`src/rtl/eeprom_host_pkg.sv`:
```
// constants for the parallel eeprom host controller
// assumes a 20 MHz system clock and synchronous pin inputs
package eeprom_host_pkg;
	localparam int CLK_MHZ = 20;
	localparam int ADDR_W = 13;
	localparam int DATA_W = 8;
	localparam int PAGE_BYTES = 32;
	localparam int OFFS_W = 5;
	localparam int POLL_BIT = 7;
	// strobe low time in ns and cycles (min, rounded up)
	localparam int STROBE_NS = 150;
	localparam int STROBE_CYC = (STROBE_NS * CLK_MHZ + 999) / 1000;
	// read access time ns, rounded up
	localparam int ACCESS_NS = 200;
	localparam int ACCESS_CYC = (ACCESS_NS * CLK_MHZ + 999) / 1000;
	// page load gap min (us, longest, round down) and max (us, least, round up)
	localparam int GAP_MIN_US = 10;
	localparam int GAP_MIN_CYC = GAP_MIN_US * CLK_MHZ - 1;
	localparam int GAP_MAX_US = 100;
	localparam int GAP_MAX_CYC = GAP_MAX_US * CLK_MHZ + 1;
	// write cycle 10 ms, init inhibit 20 ms
	localparam int WCYC_MS = 10;
	localparam int WCYC_CYC = WCYC_MS * 1000 * CLK_MHZ;
	localparam int INIT_MS = 20;
	localparam int INIT_CYC = INIT_MS * 1000 * CLK_MHZ;
	localparam int CNT_W = 20;
endpackage : eeprom_host_pkg

```
`src/rtl/page_buffer.sv`:
```
// page staging memory for the eeprom host controller
// assumes one writer and one reader port, same clock
module page_buffer
	import eeprom_host_pkg::*;
#(
	parameter int DEPTH = PAGE_BYTES,
	parameter int AW = OFFS_W,
	parameter int DW = DATA_W
) (
	input wire logic clk_sys,
	input wire logic wrEn,
	input wire logic [AW-1:0] wrAddr,
	input wire logic [DW-1:0] wrData,
	input wire logic [AW-1:0] rdAddr,
	output logic [DW-1:0] rdData
);
	logic [DW-1:0] mem [DEPTH];

	// refuse a depth that the address cannot reach
	if (DEPTH > 2**AW || DEPTH < 1) begin : g_depth
		$error("depth does not fit address");
	end

	// registered read, plain write
	always_ff @(posedge clk_sys) begin
		if (wrEn) begin
			mem[wrAddr] <= wrData;
		end
		rdData <= mem[rdAddr];
	end
endmodule : page_buffer

```
`src/rtl/eeprom_host_ctrl.sv`:
```
// host controller driving a parallel eeprom through its pins
// assumes pins synchronous to clk_sys and an external wire resolver
// Summary of operation
// RULE1 - device drives data when write strobe high, select and gate low
// RULE2 - data lines float whenever select or gate is high
// RULE3 - write starts only with select and strobe low, gate high
// RULE4 - address taken at the later falling edge of strobe or select
// RULE5 - data taken at the earlier rising edge of strobe or select
// RULE6 - byte write self-erases and programs within 10 ms
// RULE7 - page mode loads 1 to 32 bytes, one 10 ms cycle
// RULE8 - page chosen by address bits 5 to 12 at first strobe
// RULE9 - bits 0 to 4 pick byte in page, any order
// RULE10 - host starts next load within 10 us of strobe rise
// RULE11 - after last byte strobe stays high 100 us before programming
// RULE12 - only loaded bytes of the page are rewritten
// RULE13 - polling read returns inverted bit 7 until done
// RULE14 - no writes below supply trip level
// RULE15 - writes ignored 5 to 20 ms after power-up
// RULE16 - no write while gate low or select or strobe high
// RULE17 - strobe pulses under 20 ns start nothing
// RULE18 - status pin low during write cycle, open drain
// RULE19 - select high deselects the device
// RULE20 - during programming only polling reads are served
module eeprom_host_ctrl
	import eeprom_host_pkg::*;
#(
	parameter int WRITE_CYCLES = WCYC_CYC,
	parameter int INIT_CYCLES = INIT_CYC
) (
	// system
	input wire logic clk_sys,
	input wire logic rst,
	// user requests
	input wire logic reqRead,
	input wire logic reqWrite,
	input wire logic [ADDR_W-1:0] reqAddr,
	input wire logic [DATA_W-1:0] reqData,
	input wire logic reqLast,
	output logic reqReady,
	output logic rdValid,
	output logic [DATA_W-1:0] rdData,
	output logic writeDone,
	output logic busy,
	// device pins
	output logic [ADDR_W-1:0] address_lines,
	input wire logic [DATA_W-1:0] dataIn,
	output logic [DATA_W-1:0] dataOut,
	output logic dataOe_n,
	output logic chipSel_n,
	output logic outGate_n,
	output logic writeStrobe_n,
	input wire logic readyBusy_n
);
	// refuse counts that the counters cannot hold
	if (WRITE_CYCLES < 2 || INIT_CYCLES < 2) begin : g_small
		$error("counts too small");
	end
	if (WRITE_CYCLES >= 2**CNT_W || INIT_CYCLES >= 2**CNT_W) begin : g_wide
		$error("counts too wide");
	end

	typedef enum logic [6:0] {
		S_INIT = 7'h01, S_IDLE = 7'h02, S_READ = 7'h04, S_WLOW = 7'h08,
		S_GAP = 7'h10, S_PROG = 7'h20, S_POLL = 7'h40
	} state_type;

	state_type state, next_state;
	logic [CNT_W-1:0] count, next_count;
	logic [CNT_W-1:0] progCount, next_progCount;
	logic [ADDR_W-1:0] next_address_lines;
	logic [ADDR_W-OFFS_W-1:0] pageSel, next_pageSel;
	logic [DATA_W-1:0] next_dataOut, next_rdData;
	logic [ADDR_W-1:0] lastAddr, next_lastAddr;
	logic next_dataOe_n, next_chipSel_n, next_outGate_n, next_writeStrobe_n;
	logic next_rdValid, next_writeDone, pageLast, next_pageLast;
	logic bufWr;
	logic [DATA_W-1:0] bufData;

	// copy of the page being loaded; read port gives the last byte for polling
	page_buffer #(.DEPTH(PAGE_BYTES), .AW(OFFS_W), .DW(DATA_W)) shadow (
		.clk_sys(clk_sys),
		.wrEn(bufWr),
		.wrAddr(reqAddr[OFFS_W-1:0]),
		.wrData(reqData),
		.rdAddr(lastAddr[OFFS_W-1:0]),
		.rdData(bufData)
	);

	// request handshake
	always_comb begin
		reqReady = (state == S_IDLE) || (state == S_GAP && count < CNT_W'(GAP_MIN_CYC - 4)
			&& !pageLast);
		busy = (state == S_PROG) || (state == S_POLL) || !readyBusy_n;
		bufWr = reqReady && reqWrite && !(state == S_IDLE && reqRead);
	end

	// sequencer
	always_comb begin
		next_state = state;
		next_count = count;
		next_progCount = progCount;
		next_address_lines = address_lines;
		next_pageSel = pageSel;
		next_dataOut = dataOut;
		next_rdData = rdData;
		next_lastAddr = lastAddr;
		next_dataOe_n = dataOe_n;
		next_chipSel_n = chipSel_n;
		next_outGate_n = outGate_n;
		next_writeStrobe_n = writeStrobe_n;
		next_rdValid = 1'b0;
		next_writeDone = 1'b0;
		next_pageLast = pageLast;
		unique case (state)
			// RULE15 init inhibit wait
			S_INIT: begin
				next_count = count + 1'b1;
				if (count == CNT_W'(INIT_CYCLES - 1)) begin
					next_state = S_IDLE;
					next_count = '0;
				end
			end
			S_IDLE: begin
				next_count = '0;
				if (reqRead) begin
					// RULE1 select and gate low
					next_address_lines = reqAddr;
					next_chipSel_n = 1'b0;
					next_outGate_n = 1'b0;
					next_state = S_READ;
				end else if (reqWrite) begin
					// RULE3 gate high, then strobe
					// RULE8 page taken on first load
					next_address_lines = reqAddr;
					next_pageSel = reqAddr[ADDR_W-1:OFFS_W];
					next_dataOut = reqData;
					next_dataOe_n = 1'b0;
					next_outGate_n = 1'b1;
					next_chipSel_n = 1'b0;
					next_writeStrobe_n = 1'b0;
					next_lastAddr = reqAddr;
					next_pageLast = reqLast;
					next_state = S_WLOW;
				end
			end
			S_READ: begin
				// RULE2 release gate after sampling
				next_count = count + 1'b1;
				if (count == CNT_W'(ACCESS_CYC)) begin
					next_rdData = dataIn;
					next_rdValid = 1'b1;
					next_chipSel_n = 1'b1;
					next_outGate_n = 1'b1;
					next_state = S_IDLE;
				end
			end
			S_WLOW: begin
				// RULE17 strobe held well over 20 ns
				next_count = count + 1'b1;
				if (count == CNT_W'(STROBE_CYC - 1)) begin
					// RULE5 strobe rise latches data
					next_writeStrobe_n = 1'b1;
					next_count = '0;
					next_state = S_GAP;
				end
			end
			S_GAP: begin
				next_count = count + 1'b1;
				if (reqReady && reqWrite) begin
					// RULE9 offset varies, page fixed
					// RULE10 next load inside min gap
					next_address_lines = {pageSel, reqAddr[OFFS_W-1:0]};
					next_dataOut = reqData;
					next_writeStrobe_n = 1'b0;
					next_lastAddr = {pageSel, reqAddr[OFFS_W-1:0]};
					next_pageLast = reqLast;
					next_count = '0;
					next_state = S_WLOW;
				end else if (count == CNT_W'(GAP_MIN_CYC - 4)) begin
					next_dataOe_n = 1'b1;
					next_chipSel_n = 1'b1;
				end else if (count == CNT_W'(GAP_MAX_CYC)) begin
					// RULE11 strobe high past max gap
					next_progCount = '0;
					next_count = '0;
					next_state = S_PROG;
				end
			end
			S_PROG: begin
				// RULE6 RULE7 wait until done or the first poll at or past one write cycle, polling every 256 counts
				// RULE20 no strobes meanwhile
				next_dataOe_n = 1'b1;
				next_chipSel_n = 1'b1;
				next_progCount = progCount + 1'b1;
				if (progCount[7:0] == 8'hff) begin
					next_address_lines = lastAddr;
					next_chipSel_n = 1'b0;
					next_outGate_n = 1'b0;
					next_count = '0;
					next_state = S_POLL;
				end
			end
			S_POLL: begin
				// RULE13 poll bit 7 against last data
				// RULE18 status pin also watched
				next_count = count + 1'b1;
				next_progCount = progCount + 1'b1;
				if (count == CNT_W'(ACCESS_CYC)) begin
					next_chipSel_n = 1'b1;
					next_outGate_n = 1'b1;
					if ((dataIn[POLL_BIT] == bufData[POLL_BIT] && readyBusy_n)
						|| progCount >= CNT_W'(WRITE_CYCLES)) begin
						next_writeDone = 1'b1;
						next_state = S_IDLE;
					end else begin
						next_state = S_PROG;
					end
				end
			end
			default: next_state = S_INIT;
		endcase
	end

	// state registers
	always_ff @(posedge clk_sys) begin
		if (rst) begin
			state <= S_INIT;
			count <= '0;
			progCount <= '0;
			address_lines <= '0;
			pageSel <= '0;
			dataOut <= '0;
			rdData <= '0;
			lastAddr <= '0;
			dataOe_n <= 1'b1;
			chipSel_n <= 1'b1;
			outGate_n <= 1'b1;
			writeStrobe_n <= 1'b1;
			rdValid <= 1'b0;
			writeDone <= 1'b0;
			pageLast <= 1'b0;
		end else begin
			state <= next_state;
			count <= next_count;
			progCount <= next_progCount;
			address_lines <= next_address_lines;
			pageSel <= next_pageSel;
			dataOut <= next_dataOut;
			rdData <= next_rdData;
			lastAddr <= next_lastAddr;
			dataOe_n <= next_dataOe_n;
			chipSel_n <= next_chipSel_n;
			outGate_n <= next_outGate_n;
			writeStrobe_n <= next_writeStrobe_n;
			rdValid <= next_rdValid;
			writeDone <= next_writeDone;
			pageLast <= next_pageLast;
		end
	end
endmodule : eeprom_host_ctrl

```
`config.mk`:
```
export PLATFORM = sky130hd
export DESIGN_NAME = eeprom_host_ctrl
export DESIGN_NICKNAME = d
export VERILOG_FILES = /design/src/rtl/eeprom_host_pkg.sv /design/src/rtl/page_buffer.sv /design/src/rtl/eeprom_host_ctrl.sv
export SDC_FILE = /design/constraint.sdc
export NUM_CORES = 1
export LEC_CHECK = 0
export BUFFER_PORTS_ARGS = -buffer_cell sky130_fd_sc_hd__buf_2
export CAP_MARGIN = 30
export CORE_AREA = 5 5 113 222
export DETAILED_ROUTE_END_ITERATION = 10
export DIE_AREA = 0 0 118 227
export GPL_TIMING_DRIVEN = 1
export PLACE_DENSITY_LB_ADDON = 0.3
export SLEW_MARGIN = 20
export SYNTH_ARGS = -nofsm -noshare
export SYNTH_HDL_FRONTEND = slang
export SYNTH_SLANG_ARGS = --single-unit
```
`constraint.sdc`:
```
create_clock -name clk_sys -period 3.2 [get_ports clk_sys]
set_clock_uncertainty 0.15 [all_clocks]
set_input_delay 0 -clock clk_sys [delete_from_list [all_inputs] [get_ports clk_sys]]
set_output_delay 0 -clock clk_sys [all_outputs]
set_load 0.01 [all_outputs]
```
# Word level (Yosys, flattened, before mapping)
# Memory sizes are Yosys's and may differ from the RTL's. A register that Yosys moved wholly into a read port is not among the register bits.
# Cells that the tools add are included.
[classes]
reduce_logical = 35
bitwise_logic = 4
muxes = 58
order_cmp = 2
add_sub_neg = 2
eq_ne = 30
[ops]
columns = ["operator", "count"]
rows = [
  ["$mux W20", 9],
  ["$pmux W20 S6", 1],
  ["$mux W7", 10],
  ["$mux W13", 5],
  ["$pmux W7 S7", 1],
  ["$add A20 B1 Y20 const B", 2],
  ["$pmux W20 S2", 1],
  ["$pmux W13 S3", 1],
  ["$pmux W13 S2", 1],
  ["$mux W8", 3],
  ["$eq A20 B11 Y1 const B", 1],
  ["$eq A20 B19 Y1 const B", 1],
  ["$eq A20 B2 Y1 const B", 1],
  ["$eq A20 B3 Y1 const B", 1],
  ["$eq A20 B8 Y1 const B", 1],
  ["$ge A20 B18 Y1 const B", 1],
  ["$lt A20 B8 Y1 const B", 1],
  ["$mux W1", 19],
  ["$pmux W8 S2", 1],
  ["$reduce_and A4 Y1", 4],
  ["$reduce_and A5 Y1", 3],
  ["$ne A2 B2 Y1 const B", 7],
  ["$ne A2 B1 Y1 const B", 6],
  ["$pmux W1 S3", 3],
  ["27 further kinds", 47],
]
[word_totals]
n_memories = 1
ram_bits = 256
reg_bits = 104
inputBits = 35
[memory_table]
columns = ["memory", "depth", "word_bits", "rd", "rd_ports_with_merged_regs", "wr", "line", "text"]
rows = [
  ["shadow.mem", 32, 8, 1, 1, 1, "page_buffer.sv:17", "logic [DW-1:0] mem [DEPTH];"],
]

# Logic depth before layout (Yosys ltp)
# Gate-level depths: netlist of the first run.
[logic_depth]
word_depth = 8
mapped_depth = 10

# Hierarchy
# Synthesis of the first run repeated with hierarchy kept, for this count alone.
[unflattened]
hier_cells = 1054
area_unflattened_um2 = 15277.2
[modules_own_cells]
columns = ["mod", "n_inst", "cells_each", "area_each_um2", "seq_area_each_um2"]
rows = [
  ["page_buffer", 1, 417, 10053.4, 7847.5],
  ["eeprom_host_ctrl", 1, 637, 5223.8, 2082.0],
]

# Least setup slack after synthesis of the first run
# No wires, ideal clock.
[synth_timing]
path_type = "register to register"
from = "register count[8]"
to = "memory shadow.mem[30][7] in the netlist's numbering, enable pin"
setup_time_ps = 300
period_less_slack_ps = 2692
path_slack_ps = 508
t_required_ps = 2750
n_path_buf = 1
arrival_time_ps = 2242
path_stages_with_launch = 8
cell_sequence = "dfxtp_1 -> or4_4 -> or4_4 -> buf_6 -> nor3_1 -> o21a_1 -> nand3b_2 -> nor2_1"
[synth_via]
elab_chain_cells = 8
[synth_lines]
columns = ["element", "line", "text"]
rows = [
  ["from (decl)", "eeprom_host_ctrl.sv:68", "logic [CNT_W-1:0] count, next_count;"],
  ["from (signal assigned)", "eeprom_host_ctrl.sv:244", "count <= next_count;"],
  ["$lt A20 B8 Y1", "eeprom_host_ctrl.sv:91", "reqReady = (state == S_IDLE) || (state == S_GAP && count < CNT_W'(GAP_MIN_CYC - 4)"],
  ["$logic_and A1 B1 Y1", "eeprom_host_ctrl.sv:91", ""],
  ["$logic_and A1 B1 Y1", "eeprom_host_ctrl.sv:92", "&& !pageLast);"],
  ["$logic_or A1 B1 Y1", "eeprom_host_ctrl.sv:91", ""],
  ["$logic_and A1 B1 Y1 (2 in series)", "eeprom_host_ctrl.sv:94", "bufWr = reqReady && reqWrite && !(state == S_IDLE && reqRead);"],
  ["$mux W1", "page_buffer.sv:26", "if (wrEn) begin"],
  ["$mux W1 (implied by the code)", "page_buffer.sv:27", "mem[wrAddr] <= wrData;"],
  ["to (decl)", "page_buffer.sv:17", ""],
]
# Every way passes these cells.

# Worst setup path in the final report of the first run
[layout_timing]
from = "register count[8]"
to = "memory shadow.mem[5][7] in the netlist's numbering, enable pin"
# The elaborated chain is that of the path after synthesis.

==> metrics.txt, run 1 <==
status completed; Die Footprint 26790 um^2; WP data arrival 2960 ps; endpoints failing setup 0; EDFF count, synth 32; leading post-synthesis cells by cell area dfxtp_1 (31%), edfxtp_1 (14%), nand2_1 (6.3%); first-pass GRT wire length 32020 um; Pint 2900 uW; worst-path cell chain or4_4 > or4_4 > nor3_1 > o21a_1 > nand3b_2 > nor2_1; Max Slew Vio Count 0; slowest CP cell or4_4; gpl congestion 0.8452; initial core utilization 29.49%; sequential-to-total area share from yosys stat 44.90%; clock power share 47.3%; WS Path Type flop to flop; row count 79; Avg Cell Area, Syn 8.964 um^2; Post-DP HPWL 15020 um; Max Cap Violations 0; worst-margin pin slew 740.2 ps; H-Tree Depth 4; initial antenna violation count 0; postcts setup bufs 0; # diodes 0; Sw Pwr 957.5 uW; Leakage Power 0.002938 uW; Root Driver clkbuf_16; TritonRoute pass-1 iters 4; CP Buf/Inv Count 0; RSZ-0062 raised after global routing no; crit share post-route 92.95%; top-area cell type share of the netlist area 30.81%; Yosys warning count 0; DRT iter0 DRCs 379; I/O pin cnt 72; CTS tree yes; Synth Register Bits 137; fraction of layout instances using a drive strength above 1 18.59%; sum of negative setup slack 0 ps; Min-Delay Path Class primary input to flop; post-CTS sizing 0; core area 23130 um^2; Yosys cell types 69; Synth Flop Type dfxtp_1; Sw Share 24.82%; post-route minimum period 2974 ps; Min Hold Slack 80.83 ps; top cells by count, synth nand2_1 (114), dfxtp_1 (105), nor2_1 (93), a21oi_1 (45), nand4_1 (36); Final Cell Area 8404 um^2; Async SR Flop Fraction 0%; Pwr per Cell Area 459.0 nW/um^2; min setup slack post-route 225.7 ps; clock buffer depth 2; Worst EP required 3190 ps; Pwr Total 3858 uW; pin count of the biggest net entering global routing 59; final hold vios 0; family with the most delay on the worst path simple AND/OR/NAND/NOR gates; register area 3063 um^2; Reg clk slew, reported paths 70 ps; syn nets 802; TritonCTS buffer count 17; nets@finish 905; VDD IR max 0.3178 mV; IO Port Bufs 71; area of the multi-input gates 3431 um^2; gr usage total 15.10%; Most common cell on crit path or4_4; Mapped Area 6822 um^2; drt total wl 20260 um; Worst slew margin 50.28%; most frequent cell after synthesis nand2_1; Place WS 248.8 ps; vias in the first global route 6040; Post-Synthesis Cells 761; die height 227 um; filler instances 2475; Comb power frac 6.3%; Post-CTS Hold Buffers 40; grt ovf 0; Vias per Instance 5.184; crit end category flop; Area growth, synth to finish 23.20%; Residual DRC 0; Routed Antenna Nets 0; clock latency on the worst-skew pair 440 ps; fmax 336.2 MHz; wire per inst 17.47 um; DP Area 7461 um^2; CP peak stage delay 570 ps; sequential fraction of design power 46.5%; Worst R2R Setup Slack 230 ps; clock sink count 137; crit start category flop; CP Max Fanout 8; Die W 118 um; leading area contributor after synthesis dfxtp_1; via count 6013
[power groups by stage]
| stage | clock [uW] | sequential (uW) | combinational, uW |
|---|---|---|---|
| floorplan | 0 | 1820 | 136 |
| global placement | 0 | 1830 | 212 |
| detailed placement | 0 | 1830 | 212 |
| CTS | 1880 | 1790 | 245 |
| global route | 1930 | 1790 | 269 |
| finish | 1820 | 1790 | 242 |
[cells by family (layout without fill, tap and decap cells)]
| family | Yosys count | after routing | share of synthesized area [%] |
|---|---|---|---|
| xor gates and xnor gates | 30 | 30 | 3.852 |
| AOI/OAI and AO/OA | 127 | 127 | 12.71 |
| buffers and inverters | 63 | 179 | 4.806 |
| adders and majority gates | 6 | 6 | 1.100 |
| DFF | 137 | 137 | 44.90 |
| and+or+nand+nor | 379 | 379 | 27.99 |
| muxes | 19 | 19 | 4.641 |
[metal layers]
layer | up-vias | share of wire, % | global-route usage [%] | routed length [um]
met5 | - | 0 | 0 | 0
li1 | 2985 | - | - | -
met2 | 129 | 58 | 30.72 | 11820
met4 | 0 | 2.8 | 6.556 | 570
met3 | 29 | 2.6 | 2.437 | 535
met1 | 2870 | 36 | 14.63 | 7340
[placed cells by master, fill, tap and decap left out, types with 12 or more instances in the layout]
cell	netlist	final
nor4_1	16	16
buf_4	5	24
xor2_1	18	18
nand2_1	114	114
clkbuf_16	0	17
dfxtp_1	105	105
a311oi_1	20	20
nor2_1	93	93
buf_2	12	71
edfxtp_1	32	32
a31oi_1	12	12
nor3_1	18	18
nand4_1	36	36
xnor2_1	12	12
nand3_1	35	35
dlygate4sd3_1	0	40
a21oi_1	45	45
[tightest hold or removal path: cells and delay by family]
kind,cells,cell delay (ps)
AO/OA/AOI/OAI,2,330
buffers and inverters,1,110
AND/OR/NAND/NOR,1,170
[sequential cells by signal (all words and copies together), names as in the netlist, 7 cells and up]
signal / flops
shadow.mem: 32
count: 20
progCount: 20
address_lines: 13
lastAddr: 13
dataOut: 8
pageSel: 8
rdData: 8
state: 7
[final cells by class]
type / instances / share of cell area [%]
clock buffers: 21 / 5.374
clock inverters: 11 / 1.087
inverters: 10 / 0.4466
multi-input cells: 561 / 40.82
flip-flops and latches: 137 / 36.44
well taps: 283 / 4.213
repair buffers: 137 / 11.61
[worst paths after layout]
path / from / end / cells after the start
hold / removal: readyBusy_n / writeDone$_SDFF_PP0_ / 4
setup reg to reg: count[8]$_SDFFE_PP0P_ / shadow.mem[5][7]$_DFFE_PP_ / 6
setup / recovery: count[8]$_SDFFE_PP0P_ / shadow.mem[5][7]$_DFFE_PP_ / 6
hold reg to reg: dataOut[3]$_SDFFE_PP0P_ / dataOut[3]$_SDFFE_PP0P_ / 2
[stage by stage]
stage	utilization [%]	cells
4_1_cts	36.34	1160
6_report	36.34	1160
5_1_grt	36.34	1160
3_5_place_dp	32.26	1088
2_1_floorplan	-	761
3_3_place_gp	32.26	1088
Power figures use the tool's default switching activity.
==> run 2: changes to the inputs <==
Settings changed: ABC_AREA from default to 1, CORE_AREA 5 5 113 222 to 5 5 115 225, DIE_AREA 0 0 118 227 to 0 0 120 230.
==> run 2 against run 1 <==
Count of clock-buffer cells in the layout rose by 2. Sequential share of layout area shrank 0.45 points. Synthesized area is 2.7% higher. Cell area increased by 1.3%. Register-to-register slack gained 370 ps. Flip-flop and latch count did not move.
==> metrics.txt, run 2 <==
TritonCTS buffer count 17 (unchanged); Synth Flop Type dfxtp_1; leading post-synthesis cells by cell area dfxtp_1 (30%), edfxtp_1 (14%), nand2_1 (9.0%); Worst EP required 3410 ps (+220 ps); Pwr Total 4654 uW (+21%); Avg Cell Area, Syn 7.364 um^2 (-18%); Pint 3241 uW (+12%); sum of negative setup slack 0 ps (unchanged); Largest register FFs 32 (unchanged); WS Path Type flop to flop; H-Tree Depth 4 (unchanged); crit start category flop; most common cell after layout, fill and taps aside nand2_1; WP data arrival 2810 ps (-150 ps); Final Cell Area 8509 um^2 (+1.3%); via count 6710 (+12%); largest registers shadow.mem (32), count (20), progCount (20); grt ovf 0 (unchanged); nets@finish 1093 (+21%); initial core utilization 29.27% (-0.22 points); crit end category flop; filler instances 2465 (-0.40%); row count 80 (+1.3%); worst-margin pin slew 710.7 ps (-29.43 ps); Leakage Power 0.003338 uW (+14%); gpl congestion 0.9339 (+10%); Routed Antenna Nets 0 (unchanged); Die W 120 um (+1.7%); worst-path cell chain nor2_1 > nand2_2 > nor2_2 > nor2_1 > nand2_1 > inv_2 > nand3_1 > inv_2 > nor2_2 > nand3_1 > a21oi_1; Post-DP HPWL 15510 um (+3.3%); Yosys cell types 43 (-38%); die height 230 um (+1.3%); # diodes 0 (unchanged); area of the multi-input gates 3367 um^2 (-1.9%); EDFF count, synth 32 (unchanged); leading area contributor after synthesis dfxtp_1; Min-Delay Path Class primary input to flop; CP Max Fanout 14 (+6); most frequent cell after synthesis nand2_1; vias in the first global route 6753 (+12%); clock sink count 137 (unchanged); status completed; slowest CP cell nor2_2; min setup slack post-route 599.3 ps (+373.6 ps); Die Footprint 27600 um^2 (+3.0%); DRT iter0 DRCs 342 (-9.8%); VDD IR max 0.4082 mV (+28%); clock power share 39.5% (-7.8 points); Max Slew Vio Count 0 (unchanged); Max Cap Violations 0 (unchanged); first-pass GRT wire length 33670 um (+5.2%); clock buffer depth 2 (unchanged); drt total wl 21360 um (+5.4%); Root Driver clkbuf_16; most flop-heavy register shadow.mem; crit share post-route 81.27% (-12 points); TritonRoute pass-1 iters 4 (unchanged); CTS tree yes; Worst slew margin 52.44% (+2.2 points); sequential-to-total area share from yosys stat 43.74% (-1.2 points); IO Port Bufs 71 (unchanged); Residual DRC 0 (unchanged); register area 3063 um^2 (unchanged); DP Area 7611 um^2 (+2.0%); pin count of the biggest net entering global routing 49 (-17%); wire per inst 15.84 um (-9.3%); RSZ-0062 raised after global routing no; Reg clk slew, reported paths 60 ps (about the same); Yosys warning count 0 (unchanged); Async SR Flop Fraction 0% (unchanged); Vias per Instance 4.974 (-4.0%); post-route minimum period 2601 ps (-373.6 ps); final hold vios 0 (unchanged); Post-Synthesis Cells 951 (+25%); Area growth, synth to finish 21.51%; CP peak stage delay 450 ps (-120 ps); syn nets 992 (+24%); WHS Path Cells 4 (unchanged); postcts setup bufs 0 (unchanged); most frequent cells in the layout nand2_1 (167), nor2_1 (128), dfxtp_1 (105); Place WS 630.5 ps (+381.7 ps); Comb power frac 19.7% (+13 points); I/O pin cnt 72 (unchanged); fraction of layout instances using a drive strength above 1 13.94% (-4.7 points); core area 23920 um^2 (+3.4%); initial antenna violation count 0 (unchanged); Sw Pwr 1413 uW (+48%); fmax 384.5 MHz (+14%); top cells by count, synth nand2_1 (167), nor2_1 (128), dfxtp_1 (105), inv_1 (94), nand3_1 (87); Sw Share 30.36% (+5.5 points); Synth Register Bits 137 (unchanged); top-area cell type share of the netlist area 30.02% (-0.80 points); Reg2Reg Depth 11 (+5); Pwr per Cell Area 546.9 nW/um^2 (+19%); gr usage total 15.64% (+0.54 points); sequential fraction of design power 40.8% (-5.7 points); endpoints failing setup 0 (unchanged); Mapped Area 7003 um^2 (+2.7%); clock latency on the worst-skew pair 430 ps (about the same)
==> run 2: cell types whose count changed in the layout (fill, tap and decap cells not counted), sizes merged, moves of 38 or more <==
cell   change
o21ai     +63
a21oi     +38
inv       +89
nor2      +49
nand3     +54
nand2     +62
==> run 2: final cells by class <==
type	count	share of cell area, %
clock inverter	6	0.9410
sequential	137	35.99
clock buffer	23	5.264
tap	287	4.220
timing repair buffer	117	9.322
inverter	106	4.690
multi-input combinational	673	39.57
==> run 2: timing repair <==
action | in CTS | in global routing
endpoints found under the hold margin | 128 | 0
resized for setup | 0 | 0
hold buffers | 37 | 0
==> run 2: kinds of logic after synthesis <==
logic type,synth area share (%)
and+or+nand+nor,29.46
AOI/OAI and AO/OA,14.06
buffers and inverters,8.183
DFF,43.74
xor gates and xnor gates,2.626
muxes,0.8576
adders and majority gates,1.072
==> run 2: through the flow <==
step | hold slack, ps | util, % | std cells
final | 193.9 | 35.57 | 1349
after global routing | 205.1 | 35.57 | 1349
after floorplan | -78.63 | - | 951
after CTS | 164.9 | 35.57 | 1349
after detailed placement | 87.74 | 31.81 | 1283
after global placement | 79.31 | 31.81 | 1283
==> run 2: path summary, 6_finish.rpt <==
kind	startpoint	to	slack, ps
max	state[1]$_SDFFE_PP0P_	count[18]$_SDFFE_PP0P_	600
min	reqData[2]	dataOut[2]$_SDFFE_PP0P_	190
max reg2reg	state[1]$_SDFFE_PP0P_	count[18]$_SDFFE_PP0P_	600
min reg2reg	pageSel[1]$_SDFFE_PP0P_	pageSel[1]$_SDFFE_PP0P_	300
==> run 2: power groups by stage <==
stage	Sequential, uW	Combinational [uW]	Clock, uW
final	1900	916	1840
after global routing	1910	1030	1960
after CTS	1900	927	1890
after detailed placement	1940	889	0
after global placement	1930	894	0
after floorplan	1920	653	0
==> run 2: critical path, delay by kind of cell, from the launching register on <==
family	cells	cell delay, ps
DFF	1	330
buffers and inverters	2	100
and+or+nand+nor	8	1790
AOI/OAI and AO/OA	1	140
==> run 2: metal layers <==
layer	track usage, %	share of wire, %	vias to the layer above
met1	14.00	35	3108
met3	3.099	2.9	71
met4	10.47	5.9	0
met2	30.55	56	161
met5	0	0	-
li1	-	-	3370
==> run 3: changes to the inputs <==
Settings changed: ABC_AREA 1 to 0, CORE_AREA 5 5 115 225 to 5 5 113 222, DIE_AREA 0 0 120 230 to 0 0 118 227.
Clock period 3.2 ns to 2.3 ns, I/O delays scaled along.
==> run 3 against run 2 <==
The run now ends with setup timing left. Largest cell class unchanged. Flip-flop and latch count unchanged. Count of clock-buffer cells in the layout decreased by 2. Critical endpoint is now shadow.mem[28][7]$_DFFE_PP_. Non-clock buffer count grew 121. Maximum frequency fell by 1.5%. Critical path type unchanged.
==> metrics.txt, run 3 (synthesized netlist as in run 1, its figures left out) <==
Routed Antenna Nets 0 (unchanged); Reg2Reg Depth 6 (-5); row count 79 (-1.3%); initial core utilization 29.49% (+0.22 points); register area 3068 um^2 (+0.16%); Most common cell on crit path or4_4; RSZ-0062 raised after global routing yes; TritonRoute pass-1 iters 4 (unchanged); drt total wl 23160 um (+8.4%); Comb power frac 8.4% (-11 points); DRT iter0 DRCs 295 (-14%); endpoints failing setup 124 (+124); Final Util 43.66% (+8.1 points); Leakage Power 0.003705 uW (+11%); via count 6607 (-1.5%); Max Slew Vio Count 0 (unchanged); first-pass GRT wire length 34980 um (+3.9%); CP Depth 6 (-5); IO Port Bufs 71 (unchanged); clock power share 49.6% (+10 points); Root Driver clkbuf_16; Post-DP HPWL 16120 um (+4.0%); vias in the first global route 6659 (-1.4%); clock sink count 137 (unchanged); nets@finish 1008 (-7.8%); Vias per Instance 5.231 (+5.2%); WP data arrival 2610 ps (-200 ps); sum of negative setup slack -26970 ps (-26970 ps); gr usage total 16.66% (+1.0 points); clock latency on the worst-skew pair 430 ps (about the same); FF-to-FF Start count[17]$_SDFFE_PP0P_; worst-path cell chain or4_4 > or4_4 > nor3_4 > buf_4 > o21ai_2 > nor4_1; WS Path Type flop to flop; Min Hold Slack 28.94 ps (-164.9 ps); clock buffer depth 2 (unchanged); VDD IR max 0.6766 mV (+66%); Die W 118 um (-1.7%); TritonCTS buffer count 17 (unchanged); # diodes 0 (unchanged); worst-margin pin slew 595.1 ps (-115.6 ps); Worst slew margin 60.20% (+7.8 points); Pwr per Cell Area 585.2 nW/um^2 (+7.0%); Min-Delay Path Class primary input to flop; most frequent cells in the layout nand2_1 (108), buf_4 (103), dfxtp_1 (101); Largest register FFs 32 (unchanged); Pint 4542 uW (+40%); crit share post-route 114.8% (+34 points); slowest CP cell or4_4; CP Max Fanout 6 (-8); crit start category flop; Die Footprint 26790 um^2 (-2.9%); largest registers shadow.mem (32), count (20), progCount (20); initial antenna violation count 0 (unchanged); most common cell after layout, fill and taps aside nand2_1; wire per inst 18.34 um (+16%); Max Cap Violations 0 (unchanged); min setup slack post-route -340.9 ps (-940.2 ps); Worst EP required 2260 ps (-1150 ps); status complete, but fails checks; post-route minimum period 2641 ps (+40.18 ps); Sw Pwr 1368 uW (-3.2%); CP Capture Point shadow.mem[28][7]$_DFFE_PP_; R2R Path End shadow.mem[28][7]$_DFFE_PP_; Sw Share 23.14% (-7.2 points); fraction of layout instances using a drive strength above 1 37.76% (+24 points); family with the most delay on the worst path simple AND/OR/NAND/NOR gates; Area growth, synth to finish 48.04%; CP peak stage delay 600 ps (+150 ps); CP Buf/Inv Count 1 (-1); H-Tree Depth 4 (unchanged); gr busiest metal met2; die height 227 um (-1.3%); Worst setup startpoint count[17]$_SDFFE_PP0P_; pin count of the biggest net entering global routing 38 (-22%); failing checks setup timing; sequential fraction of design power 42.1% (+1.3 points); most flop-heavy register shadow.mem; final hold vios 0 (unchanged); Worst R2R Setup Slack -340 ps (-940 ps); met3 usage 2.984% (-0.12 points); CTS tree yes; met2 usage 33.43% (+2.9 points); grt ovf 0 (unchanged); Global Route met1 Usage 15.26% (+1.3 points); filler instances 2290 (-7.1%); gpl congestion 0.8553 (-8.4%); Residual DRC 0 (unchanged); crit end category flop; fmax 378.7 MHz (-1.5%); Reg clk slew, reported paths 60 ps (about the same); area of the multi-input gates 4078 um^2 (+21%); I/O pin cnt 72 (unchanged); core area 23130 um^2 (-3.3%); hold_sp readyBusy_n
run 3: through the flow:
stage          total power (uW)  worst slack, ps  instances  area [um^2]
2_1_floorplan              2730           -180.2        761         6959
3_3_place_gp               2925           -362.9       1177         8335
3_5_place_dp               2925           -377.6       1177         8335
4_1_cts                    5922           -299.1       1251         9555
5_1_grt                    6096           -391.2       1263        10100
6_report                   5910           -340.9       1263        10100
run 3: worst min-delay path: stages:
cell	delay (ps)
buf_2	100
a211o_1	170
o21bai_1	130
nor3_2	150
run 3: how the worst min path moves through the flow:
stage / endpoint / cells past startpoint
after floorplan: busy / 1
after global placement: rdData[5]$_SDFFE_PP0P_ / 3
after detailed placement: rdData[4]$_SDFFE_PP0P_ / 3
after CTS: writeDone$_SDFF_PP0_ / 4
after global routing: writeDone$_SDFF_PP0_ / 4
final: writeDone$_SDFF_PP0_ / 4
run 3: power groups by stage:
stage	Clock, uW	Sequential (uW)	Combinational [uW]
2_1_floorplan	0	2540	195
3_3_place_gp	0	2540	387
3_5_place_dp	0	2540	387
4_1_cts	2980	2490	455
5_1_grt	3080	2490	532
6_report	2930	2490	494
run 3: timing repair:
item	CTS	global route
hold buffers	35	0
gates resized for setup	41	105
hold endpoints to repair	99	0
setup endpoints to repair	136	136
pin swaps	28	50
setup buffers	5	12
gates cloned	3	4
run 3: cell type report:
class	instances	area share, %
Tap cell	283	3.506
Clock inverter	11	1.697
Sequential cell	137	30.38
Multi-Input combinational cell	563	40.38
Timing Repair Buffer	238	19.20
Clock buffer	21	4.460
Inverter	10	0.3717
run 3: metal layers:
metal / wire length (um) / share of wire [%] / vias up
met3: 588 / 2.5 / 50
li1: - / - / 3193
met2: 13590 / 59 / 150
met4: 1132 / 4.9 / 0
met1: 7851 / 34 / 3214
met5: 0 / 0 / -
